[config.mk]
export PLATFORM = sky130hd
export DESIGN_NAME = iswr_readout
export DESIGN_NICKNAME = d
export VERILOG_FILES = /design/src/verilog/iswr_pkg.sv /design/src/verilog/iswr_adc_pipe.sv /design/src/verilog/iswr_readout.sv
export SDC_FILE = /design/constraint.sdc
export NUM_CORES = 1
export LEC_CHECK = 0
export ABC_AREA = 1
export BUFFER_PORTS_ARGS = -buffer_cell sky130_fd_sc_hd__buf_4
export CAP_MARGIN = 20
export CORE_MARGIN = 2
export CORE_UTILIZATION = 55
export DETAILED_ROUTE_END_ITERATION = 16
export PLACE_DENSITY_LB_ADDON = 0.2
export SYNTH_ARGS = -nofsm -noshare
export SYNTH_HDL_FRONTEND = slang
export SYNTH_HIERARCHICAL = 1
export SYNTH_SLANG_ARGS = --single-unit
[constraint.sdc]
create_clock -name clk -period 5.2 [get_ports clk]
set_clock_uncertainty 0.05 [all_clocks]
set_input_delay 0.52 -clock clk [delete_from_list [all_inputs] [get_ports clk]]
set_output_delay 0.52 -clock clk [all_outputs]
set_load 0.01 [all_outputs]
[src/verilog/iswr_pkg.sv]
// Purpose: Shared constants for the image sensor window readout block
// Assumes: 20 MHz system clock, APB register access
// Notes: Offsets are byte addresses of aligned 32-bit words
package iswr_pkg;
  localparam int CLK_PERIOD_NS = 50;
  localparam int FRAME_OVERHEAD_NS = 5000;
  localparam int ROW_OVERHEAD_NS = 200;
  localparam int FOT_CYCLES = (FRAME_OVERHEAD_NS + CLK_PERIOD_NS - 1) / CLK_PERIOD_NS;
  localparam int ROT_CYCLES = (ROW_OVERHEAD_NS + CLK_PERIOD_NS - 1) / CLK_PERIOD_NS;
  localparam int ADDR_W = 10;
  localparam int DAC_W = 7;
  localparam int PIX_W = 10;
  localparam int ADC_LATENCY = 2;
  localparam int CNT_W = 16;
  localparam logic [7:0] OFF_CTRL = 8'h00;
  localparam logic [7:0] OFF_COL_START = 8'h04;
  localparam logic [7:0] OFF_LINE_START = 8'h08;
  localparam logic [7:0] OFF_REF_LEVEL = 8'h0C;
  localparam logic [7:0] OFF_SIZE = 8'h10;
  localparam logic [7:0] OFF_STATUS = 8'h14;
  localparam int CTRL_DUAL = 0;
  localparam int CTRL_AVG = 1;
  localparam int CTRL_SNAP = 2;
  localparam int CTRL_NDR = 3;
  localparam int CTRL_OVERLAP = 4;
  localparam logic [4:0] CTRL_RESET = 5'h00;
  localparam logic [9:0] SIZE_RESET = 10'h010;
  localparam logic [7:0] SLVERR_NONE = 8'h00;
  typedef enum logic [4:0] {
    ST_IDLE = 5'b00001,
    ST_FRAME_OH = 5'b00010,
    ST_ROW_OH = 5'b00100,
    ST_PIXELS = 5'b01000,
    ST_DONE = 5'b10000
  } iswr_state_type;
endpackage

[src/verilog/iswr_adc_pipe.sv]
// Purpose: Two-stage converter pipeline for one column parity
// Assumes: Sample strobe marks the converter clock falling edge
// Notes: Result appears two converter cycles after its sample
`timescale 1ns/1ns
module iswr_adc_pipe (
  input wire logic clk,
  input wire logic nrst,
  input wire logic sample,
  input wire logic [iswr_pkg::PIX_W-1:0] din,
  output logic [iswr_pkg::PIX_W-1:0] dout
);
  import iswr_pkg::*;
  logic [PIX_W-1:0] stage [ADC_LATENCY];
  // Shift on each sample strobe
  always_ff @(posedge clk or negedge nrst) begin
    if (!nrst) begin
      stage[0] <= '0;
      stage[1] <= '0;
      dout <= '0;
    end else if (sample) begin
      stage[0] <= din;
      stage[1] <= stage[0];
      dout <= stage[1];
    end
  end
endmodule // iswr_adc_pipe

[src/verilog/iswr_readout.sv]
// Purpose: Window readout sequencer of a global-shutter image sensor
// Assumes: Sync pulses, converter clock and averaging pin arrive asynchronously
// Notes: Pixel values enter as digital samples from the column buses
//
// Implementation choices: the register addresses and the APB slave port.
`timescale 1ns/1ns
// Operation
// - Frame is overhead plus per-line overhead and pixels
// - Start values load scan registers on sync
// - Window starts advance in steps of two
// - Start address registers are ten bits
// - Start value one means line/column two
// - Single output alternates both column buses
// - Dual outputs run in phase, half rate; here both update every clock, as the single output does
// - Each stage has 7-bit reference level
// - Averaging outputs mean of column pairs
// - Averaging needs pin and config bit
// - Converter samples falling edge, two-cycle latency
// - Even and odd columns use separate converters
// - Two 10-bit converters at 10 MS/s
// - Snapshot resets and samples all pixels together
// - Stored values then read line by line
// - Non-destructive readout reads without reset
// - One bit selects one or two outputs
module iswr_readout (
  input wire logic clk,
  input wire logic nrst,
  input wire logic psel,
  input wire logic penable,
  input wire logic pwrite,
  input wire logic [7:0] paddr,
  input wire logic [31:0] pwdata,
  output logic [31:0] prdata,
  output logic pready,
  output logic pslverr,
  input wire logic col_sync,
  input wire logic line_sync,
  input wire logic adc_clock,
  input wire logic averaging_pin,
  input wire logic [iswr_pkg::PIX_W-1:0] col_bus_even,
  input wire logic [iswr_pkg::PIX_W-1:0] col_bus_odd,
  output logic [iswr_pkg::PIX_W-1:0] pixel_signal_output_a,
  output logic [iswr_pkg::PIX_W-1:0] pixel_signal_output_b,
  output logic [iswr_pkg::DAC_W-1:0] reference_level_output_a,
  output logic [iswr_pkg::DAC_W-1:0] reference_level_output_b,
  output logic pixel_valid,
  output logic [iswr_pkg::ADDR_W:0] col_scan,
  output logic [iswr_pkg::ADDR_W:0] line_scan,
  output logic [iswr_pkg::PIX_W-1:0] adc_even_out,
  output logic [iswr_pkg::PIX_W-1:0] adc_odd_out,
  output logic pixel_reset_all,
  output logic pixel_store_all,
  output logic frame_active
);
  import iswr_pkg::*;

  // Register state
  logic [4:0] ctrl;
  logic [ADDR_W-1:0] col_start;
  logic [ADDR_W-1:0] line_start;
  logic [DAC_W-1:0] ref_level;
  logic [ADDR_W-1:0] win_cols;
  logic [ADDR_W-1:0] win_lines;
  logic [15:0] frame_count;
  logic ndr_reset_done;

  // Synchronisers for pins from outside the clock domain
  logic [1:0] cs_sync;
  logic [1:0] ls_sync;
  logic [1:0] ac_sync;
  logic [1:0] av_sync;
  logic cs_last;
  logic ls_last;
  logic ac_last;

  // Sequencer state
  iswr_state_type state;
  iswr_state_type next_state;
  logic [CNT_W-1:0] timer;
  logic [ADDR_W-1:0] col_left;
  logic [ADDR_W-1:0] line_left;
  logic phase;

  // Decode helper used for every register slot
  function automatic logic hit(input logic [7:0] a, input logic [7:0] off);
    hit = (a == off);
  endfunction

  // APB decode
  wire apb_access = psel && penable;
  wire apb_write = apb_access && pwrite;
  wire mapped = hit(paddr, OFF_CTRL) || hit(paddr, OFF_COL_START) || hit(paddr, OFF_LINE_START) ||
    hit(paddr, OFF_REF_LEVEL) || hit(paddr, OFF_SIZE) || hit(paddr, OFF_STATUS);
  wire wr_ctrl = apb_write && hit(paddr, OFF_CTRL);
  wire wr_col = apb_write && hit(paddr, OFF_COL_START);
  wire wr_line = apb_write && hit(paddr, OFF_LINE_START);
  wire wr_ref = apb_write && hit(paddr, OFF_REF_LEVEL);
  wire wr_size = apb_write && hit(paddr, OFF_SIZE);

  // Mode decode
  wire dual_mode = ctrl[CTRL_DUAL];
  wire avg_mode = ctrl[CTRL_AVG] && av_sync[1];
  wire snap_mode = ctrl[CTRL_SNAP];
  wire ndr_mode = ctrl[CTRL_NDR];
  wire overlap = ctrl[CTRL_OVERLAP];

  // Edge events on synchronised pins
  wire cs_rise = cs_sync[1] && !cs_last;
  wire ls_rise = ls_sync[1] && !ls_last;
  wire adc_fall = !ac_sync[1] && ac_last;

  // APB answer, zero wait states
  assign pready = 1'b1;
  assign pslverr = apb_access && !mapped;
  wire [31:0] status_word = {frame_count, 9'h000, ndr_reset_done, avg_mode, state};
  assign prdata = hit(paddr, OFF_CTRL) ? {27'h0000000, ctrl} :
    hit(paddr, OFF_COL_START) ? {22'h000000, col_start} :
    hit(paddr, OFF_LINE_START) ? {22'h000000, line_start} :
    hit(paddr, OFF_REF_LEVEL) ? {25'h0000000, ref_level} :
    hit(paddr, OFF_SIZE) ? {6'h00, win_lines, 6'h00, win_cols} :
    hit(paddr, OFF_STATUS) ? status_word : 32'h00000000;

  // Register writes
  always_ff @(posedge clk or negedge nrst) begin
    if (!nrst) begin
      ctrl <= CTRL_RESET;
      col_start <= '0;
      line_start <= '0;
      ref_level <= '0;
      win_cols <= SIZE_RESET;
      win_lines <= SIZE_RESET;
    end else begin
      if (wr_ctrl) ctrl <= pwdata[4:0];
      if (wr_col) col_start <= pwdata[ADDR_W-1:0];
      if (wr_line) line_start <= pwdata[ADDR_W-1:0];
      if (wr_ref) ref_level <= pwdata[DAC_W-1:0];
      if (wr_size) begin
        win_cols <= pwdata[ADDR_W-1:0];
        win_lines <= pwdata[ADDR_W+15:16];
      end
    end
  end

  // Two-flop synchronisers and edge history
  always_ff @(posedge clk or negedge nrst) begin
    if (!nrst) begin
      cs_sync <= 2'h0;
      ls_sync <= 2'h0;
      ac_sync <= 2'h0;
      av_sync <= 2'h0;
      cs_last <= 1'b0;
      ls_last <= 1'b0;
      ac_last <= 1'b0;
    end else begin
      cs_sync <= {cs_sync[0], col_sync};
      ls_sync <= {ls_sync[0], line_sync};
      ac_sync <= {ac_sync[0], adc_clock};
      av_sync <= {av_sync[0], averaging_pin};
      cs_last <= cs_sync[1];
      ls_last <= ls_sync[1];
      ac_last <= ac_sync[1];
    end
  end

  // Sequencer next state
  wire timer_done = (timer == '0);
  wire last_col = (col_left == '0);
  wire last_line = (line_left == '0);
  always_comb begin
    next_state = state;
    case (state)
      ST_IDLE: begin
        if (ls_rise) next_state = ST_FRAME_OH;
      end
      ST_FRAME_OH: begin
        if (timer_done) next_state = ST_ROW_OH;
      end
      ST_ROW_OH: begin
        if (timer_done) next_state = ST_PIXELS;
      end
      ST_PIXELS: begin
        if (last_col) next_state = last_line ? ST_DONE : ST_ROW_OH;
      end
      ST_DONE: begin
        next_state = ST_IDLE;
      end
      default: begin
        next_state = ST_IDLE;
      end
    endcase
  end

  // Columns per line: averaging halves the readout
  wire [ADDR_W-1:0] cols_eff = avg_mode ? {1'b0, win_cols[ADDR_W-1:1]} : win_cols;
  wire [ADDR_W-1:0] cols_m1 = (cols_eff == '0) ? '0 : cols_eff - 1'b1;
  wire [ADDR_W-1:0] lines_m1 = (win_lines == '0) ? '0 : win_lines - 1'b1;
  // Column step: pairs in averaging, two per slot in dual mode
  wire [ADDR_W:0] col_step = (avg_mode || dual_mode) ? 11'h002 : 11'h001;

  // Sequencer registers and scan addresses
  always_ff @(posedge clk or negedge nrst) begin
    if (!nrst) begin
      state <= ST_IDLE;
      timer <= '0;
      col_left <= '0;
      line_left <= '0;
      col_scan <= '0;
      line_scan <= '0;
      phase <= 1'b0;
    end else begin
      state <= next_state;
      if (timer != '0) timer <= timer - 1'b1;
      if (ls_rise) begin
        line_scan <= {line_start, 1'b0};
        line_left <= lines_m1;
      end
      if (cs_rise) col_scan <= {col_start, 1'b0};
      case (state)
        ST_IDLE: begin
          if (ls_rise) timer <= CNT_W'(FOT_CYCLES - 1);
        end
        ST_FRAME_OH: begin
          if (timer_done) timer <= CNT_W'(ROT_CYCLES - 1);
        end
        ST_ROW_OH: begin
          col_left <= cols_m1;
          phase <= 1'b0;
        end
        ST_PIXELS: begin
          phase <= !phase;
          col_left <= col_left - 1'b1;
          col_scan <= col_scan + col_step;
          if (last_col) begin
            timer <= CNT_W'(ROT_CYCLES - 1);
            col_scan <= {col_start, 1'b0};
            line_left <= line_left - 1'b1;
            line_scan <= line_scan + 11'h002;
          end
        end
        default: begin
        end
      endcase
    end
  end

  // Pixel selection: alternate buses on one output, in phase on two
  wire [PIX_W:0] avg_sum = {1'b0, col_bus_even} + {1'b0, col_bus_odd};
  wire [PIX_W-1:0] avg_val = avg_sum[PIX_W:1];
  wire [PIX_W-1:0] single_val = phase ? col_bus_odd : col_bus_even;
  wire in_pixels = (state == ST_PIXELS);

  // Output stages
  always_ff @(posedge clk or negedge nrst) begin
    if (!nrst) begin
      pixel_signal_output_a <= '0;
      pixel_signal_output_b <= '0;
      reference_level_output_a <= '0;
      reference_level_output_b <= '0;
      pixel_valid <= 1'b0;
    end else begin
      reference_level_output_a <= ref_level;
      reference_level_output_b <= dual_mode ? ref_level : '0;
      pixel_valid <= in_pixels;
      if (in_pixels) begin
        if (avg_mode) begin
          pixel_signal_output_a <= avg_val;
          pixel_signal_output_b <= dual_mode ? avg_val : '0;
        end else if (dual_mode) begin
          pixel_signal_output_a <= col_bus_even;
          pixel_signal_output_b <= col_bus_odd;
        end else begin
          pixel_signal_output_a <= single_val;
          pixel_signal_output_b <= '0;
        end
      end
    end
  end

  // Snapshot and non-destructive control strobes
  wire frame_start = (state == ST_IDLE) && ls_rise;
  wire frame_end = (state == ST_DONE);
  always_ff @(posedge clk or negedge nrst) begin
    if (!nrst) begin
      pixel_reset_all <= 1'b0;
      pixel_store_all <= 1'b0;
      frame_count <= '0;
      ndr_reset_done <= 1'b0;
      frame_active <= 1'b0;
    end else begin
      // Done cycle is not part of the frame period
      frame_active <= (next_state != ST_IDLE) && (next_state != ST_DONE);
      // Overlap resets just after the store, else after readout; NONDESTRUCTIVE_READOUT resets once
      pixel_reset_all <= snap_mode && (overlap ? pixel_store_all : frame_end) &&
        !(ndr_mode && ndr_reset_done);
      pixel_store_all <= snap_mode && frame_start;
      if (!ndr_mode) ndr_reset_done <= 1'b0;
      else if (pixel_reset_all) ndr_reset_done <= 1'b1;
      if (frame_end) frame_count <= frame_count + 1'b1;
    end
  end

  // Even and odd column converters
  iswr_adc_pipe u_adc_even (
    .clk(clk),
    .nrst(nrst),
    .sample(adc_fall),
    .din(col_bus_even),
    .dout(adc_even_out)
  );
  iswr_adc_pipe u_adc_odd (
    .clk(clk),
    .nrst(nrst),
    .sample(adc_fall),
    .din(col_bus_odd),
    .dout(adc_odd_out)
  );
endmodule // iswr_readout

-- Word level (Yosys, flattened, before mapping)
Cells that the tools add are included.
- bits in latches: 0
- memory bits (writable): 0
- logic and storage cells: 139
- memories: 0
- register bits: 242
- bits in read-only memories: 0
- output and inout bits: 114
- divide/modulo/power cells: 0
- muxes and demuxes: 42
- multipliers: 0
- equal/unequal tests: 13
- add/sub/neg operators: 9
- shift operators: 0
- reductions and logical operators: 39
- magnitude comparators: 0
- bitwise gates (word level): 0
- operator list (cell ; count):
    $mux W32 ; 6
    $mux W10 ; 12
    $mux W11 ; 6
    $mux W16 ; 4
    $pmux W16 S3 ; 1
    $logic_not A10 Y1 ; 4
    $sub A10 B1 Y10 const B ; 4
    $mux W5 ; 5
    $pmux W10 S2 ; 1
    $pmux W5 S4 ; 1
    $logic_and A1 B1 Y1 ; 18
    $add A16 B1 Y16 const B ; 1
    $eq A8 B4 Y1 const B ; 2
    $eq A8 B5 Y1 const B ; 2
    $logic_not A16 Y1 ; 1
    $reduce_bool A16 Y1 ; 1
    $sub A16 B1 Y16 const B ; 1
    $add A10 B10 Y11 ; 1
    $add A11 B2 Y11 ; 1
    $add A11 B2 Y11 const B ; 1
    $eq A8 B3 Y1 const B ; 1
    $logic_not A8 Y1 ; 1
    $mux W7 ; 1
    $logic_not A1 Y1 ; 6
    other kinds (13) ; 21

-- Logic depth before layout (Yosys ltp)
- word-level depth: 8
- gate-level depth with buffers: 18

-- Modules after synthesis
Netlist, hierarchy kept.
- modules (own cells, without submodules) (module ; instances ; cells each ; area an instance (sq um) ; seq. area each (sq um)):
    iswr_readout ; 1 ; 1309 ; 10117.2 ; 4558.1
    iswr_adc_pipe ; 2 ; 127 ; 1223.7 ; 750.7

-- Worst setup path after synthesis
Ideal clock, no wire load.
- path type: register -> register
- start: reg ctrl[1]
- end: reg col_scan[10] (netlist name)
- slack: 2.399 ns
- arrival time: 2.630 ns
- stages on the path, launching flop included: 18
- cell sequence: dfrtp_1 -> buf_2 -> nand2_4 -> buf_6 -> buf_6 -> inv_2 -> buf_2 -> nor2_1 -> ha_1 -> inv_1 -> fa_1 -> nor2_1 -> nand4_1 -> nor2_1 -> nand3_1 -> xnor2_1 -> nor2_1 -> nor2_1
- word-level cells in the longest chain between the ends: 6
- RTL lines (item ; RTL line ; RTL):
    from (decl) ; iswr_readout.sv:58 ; logic [4:0] ctrl;
    from (signal assigned) ; iswr_readout.sv:133 ; if (wr_ctrl) ctrl <= pwdata[4:0];
    $logic_and A1 B1 Y1 ; iswr_readout.sv:102 ; wire avg_mode = ctrl[CTRL_AVG] && av_sync[1];
    $logic_or A1 B1 Y1 ; iswr_readout.sv:198 ; wire [ADDR_W:0] col_step = (avg_mode || dual_mode) ? 11'h002 : 11'h001;
    $mux W2 ; iswr_readout.sv:198 ;
    $add A11 B2 Y11 ; iswr_readout.sv:232 ; col_scan <= col_scan + col_step;
    $mux W11 ; iswr_readout.sv:233 ; if (last_col) begin
    $mux W11 ; iswr_readout.sv:218 ; case (state)
    to (signal assigned) ; iswr_readout.sv:217 ; if (cs_rise) col_scan <= {col_start, 1'b0};
    to (signal assigned) ; iswr_readout.sv:232 ;
    to (signal assigned) ; iswr_readout.sv:235 ; col_scan <= {col_start, 1'b0};
    to (decl) ; iswr_readout.sv:47 ; output logic [iswr_pkg::ADDR_W:0] col_scan,
No other way between the ends.
A chain may end at the register's enable or synchronous reset.

-- Worst setup path after layout
- start: reg ctrl[1]
- end: reg col_scan[8] (netlist name)
Same word-level chain as after synthesis.

==> metrics.md <==
| Metric | Value |
|---|---|
| Syn avg cell area | 8.04 um2 |
| EDFF count, synth | 0 |
| Post-CTS Resized | 0 |
| Initial antenna violation count | 0 |
| Clock group share of total power | 40.2% |
| DR vias/cell | 5.28 |
| Routability cong. | 0.895 |
| Sw Pwr | 1.33 mW |
| Post-Place Setup Slack | 2.06 ns |
| Die Y | 155 um |
| CTS tree | done |
| Largest net degree at the start of global routing | 133 |
| Final Cell Area | 14,800 um2 |
| Drt wl/cell | 14.7 um |
| Core Box Area | 22,500 um2 |
| Simple-Gate Fraction of Synth Area | 28.0% |
| CP Launch Type | register |
| Total GRT Usage | 24.9% |
| Commonest cells after routing, fill and taps aside | nand2_1, dfrtp_1, buf_4, inv_1, nor2_1 |
| Mapped Area | 12,600 um2 |
| Slew at the pin closest to its max-slew limit | 0.996 ns |
| Switching part of the total | 27.4% |
| First-pass GRT wire length | 49.2 mm |
| Final setup TNS | 0 ns |
| Slowest CP cell | dfrtp_1 |
| Sequential share of power | 44.8% |
| Critical path class | register to register |
| Hold_buf cts | 0 |
| Most common cell after layout, fill and taps aside | nand2_1 |
| VDD IR max | 0.245 mV |
| Cts bufs inserted | 26 |
| Worst EP arrival | 3.52 ns |
| Hold slack | 0.0409 ns |
| Final period util | 61.2% |
| Synth Register Bits | 242 |
| Synth Instances | 1,563 |
| Slew headroom | 33.6% |
| Clock Latency Late Sink | 0.54 ns |
| Die ar. | 24,100 um2 |
| CTS clk-pin slew, worst paths | 0.06 ns |
| # DRC | 0 |
| Synth Flop Type | dfrtp_1 |
| Worst setup margin | 2.02 ns |
| Pins over their slew limit | 0 |
| Seq/Total Area, Yosys | 48.2% |
| I/O pins | 183 |
| Fmax | 314 MHz |
| Max Cap Violations | 0 |
| Final HPWL DP | 20.9 mm |
| Largest family of logic cells by synthesized area | simple AND/OR/NAND/NOR gates |
| Cell-internal power | 3.52 mW |
| Port Buf Inserts | 163 |
| Buf/Inv on CP | 2 |
| Final WL | 29.7 mm |
| Clock root cell | clkbuf_16 |
| Cell variety after synth | 53 |
| Worst EP required | 5.54 ns |
| Multiplexer area fraction after synthesis | 0.269% |
| Final Setup Violations | 0 |
| CP max stage delay | 0.49 ns |
| Antenna viol nets, final | 0 |
| CP most frequent cell | nor2_1 |
| Power Dens Cells | 327 nW/um2 |
| Row count | 55 |
| CTS max path bufs | 3 |
| Post-synthesis compound-gate area fraction | 10.1% |
| Worst-case register-to-register setup slack | 2.02 ns |
| Post-synthesis adder-cell area fraction | 2.21% |
| Critical path peak fanout | 32 |
| Vias | 10,600 |
| Synth top area cells | dfrtp_1, nand2_1, inv_1 |
| Lkg Pwr | 7.56 nW |
| Number of diodes | 0 |
| RSZ-0062 raised after global routing | no |
| Dominant cell type by area after synthesis | dfrtp_1 |
| Final Hold Fails | 0 |
| Sinks on the clock net | 242 |
| Min-delay worst type | input pin to asynchronous set/reset pin |
| Crit path cell chain | nand2_4, inv_2, nor2_1, ha_1, inv_1, fa_1, nor2_1, nand4_1, nor2_1, xor2_1, nand2_1, nand3_1, o21ai_0 |
| Placed Area | 13,900 um2 |
| Vias in the first global route | 10,100 |
| Nets | 1,802 |
| Total power | 4.84 mW |
| Critical path's top delay family | simple AND/OR/NAND/NOR gates |
| Fin crit period | 3.18 ns |
| Synth async-reset ratio | 100% |
| Htree depth | 1 |
| Synth-to-Final Area Change | 17.8% |
| Yosys top cell area share | 47.6% |
| Proportion of power drawn by combinational gates | 14.9% |
| Layout cell share with drive strength beyond 1 | 19.1% |
| Worst Setup End Kind | register |
| Post-CTS Setup Bufs | 0 |
| Die W | 155 um |
| Total grt overflow | 0 |
| Starting DRT DRC Count | 751 |
| Synthesis Warnings | 6 |
| XOR/XNOR Fraction of Synth Area | 3.14% |
| DRT Pass-1 Iters | 6 |
| Run status | finished clean |
| Starting Density | 55.8% |
-- flip-flops by register name, summed over array words and instances, names as in the netlist, 11 cells and up --
name	flops
frame_count	16
line_scan	11
u_adc_odd/stage	20
timer	16
col_scan	11
u_adc_even/stage	20
-- worst paths after layout --
check                                           from                        endpoint  depth (start not counted)
worst max-delay path             ctrl[1]$_DFFE_PN0P_         col_scan[8]$_DFFE_PN0P_                         13
min in group clk                            col_sync            cs_sync[0]$_DFF_PN0_                          1
worst min register to register  av_sync[0]$_DFF_PN0_            av_sync[1]$_DFF_PN0_                          0
worst min-delay path                            nrst  u_adc_even/dout[4]$_DFFE_PN0P_                          1
worst max register to register   ctrl[1]$_DFFE_PN0P_         col_scan[8]$_DFFE_PN0P_                         13
max in group asynchronous                       nrst        win_lines[0]$_DFFE_PN0P_                          2
-- routing by layer --
layer,part of all wire [%],track usage (%),wire length (um)
met1,45,35.2,13400
met2,47,40.4,14000
met3,5.6,3.29,1660
met4,2.3,7.85,690
met5,0,0,0
-- cells in the mapped netlist (all sizes together), types with 4 or more instances --
library cell and number:
a21oi 62, a22o 5, a31oi 11, and3 4
buf 40, clkbuf 12, dfrtp 239, ha 19
inv 173, nand2 520, nand3 75, nand3b 6
nand4 21, nor2 141, nor3 20, nor4 4
o211ai 16, o21ai 115, o221ai 4, or2 7
xnor2 8, xor2 37
-- metrics by stage --
stage | util (%) | cells
2_1_floorplan | - | 1568
3_3_place_gp | 61.7 | 1969
3_5_place_dp | 61.7 | 1969
4_1_cts | 65.7 | 2015
5_1_grt | 65.7 | 2015
6_report | 65.7 | 2015
-- area by class of cell --
class                      count  area, um2
fill                        1922       7710
clock inverter                10        134
timing repair buffer         168       1280
sequential                   242       6060
tap                          285        357
multi-input combinational   1098       5520
inverter                     176        661
clock buffer                  36        779
-- power groups by stage --
| stage | sequential, mW | clock, mW | combinational [mW] |
|---|---|---|---|
| final | 2.17 | 1.95 | 0.724 |
| after global routing | 2.19 | 2.06 | 0.826 |
| after floorplan | 2.19 | 0 | 0.474 |
| after detailed placement | 2.20 | 0 | 0.723 |
| after CTS | 2.17 | 1.98 | 0.729 |
| after global placement | 2.20 | 0 | 0.703 |
-- logic make-up (layout without fill, tap and decap cells) --
group	Yosys count	after routing
DFF	242	242
other	2	7
xor gates and xnor gates	45	45
adders and majority gates	21	21
and+or+nand+nor	799	799
muxes	3	3
AOI/OAI and AO/OA	223	223
buffers and inverters	228	390
-- worst register-to-register path: stages (launching register included) --
cell	delay, ns
dfrtp_1	0.49
nand2_4	0.36
inv_2	0.26
nor2_1	0.30
ha_1	0.22
inv_1	0.05
fa_1	0.41
nor2_1	0.17
nand4_1	0.15
nor2_1	0.19
xor2_1	0.16
nand2_1	0.06
nand3_1	0.07
o21ai_0	0.11
Note: power is estimated with default switching activity, not from simulation.
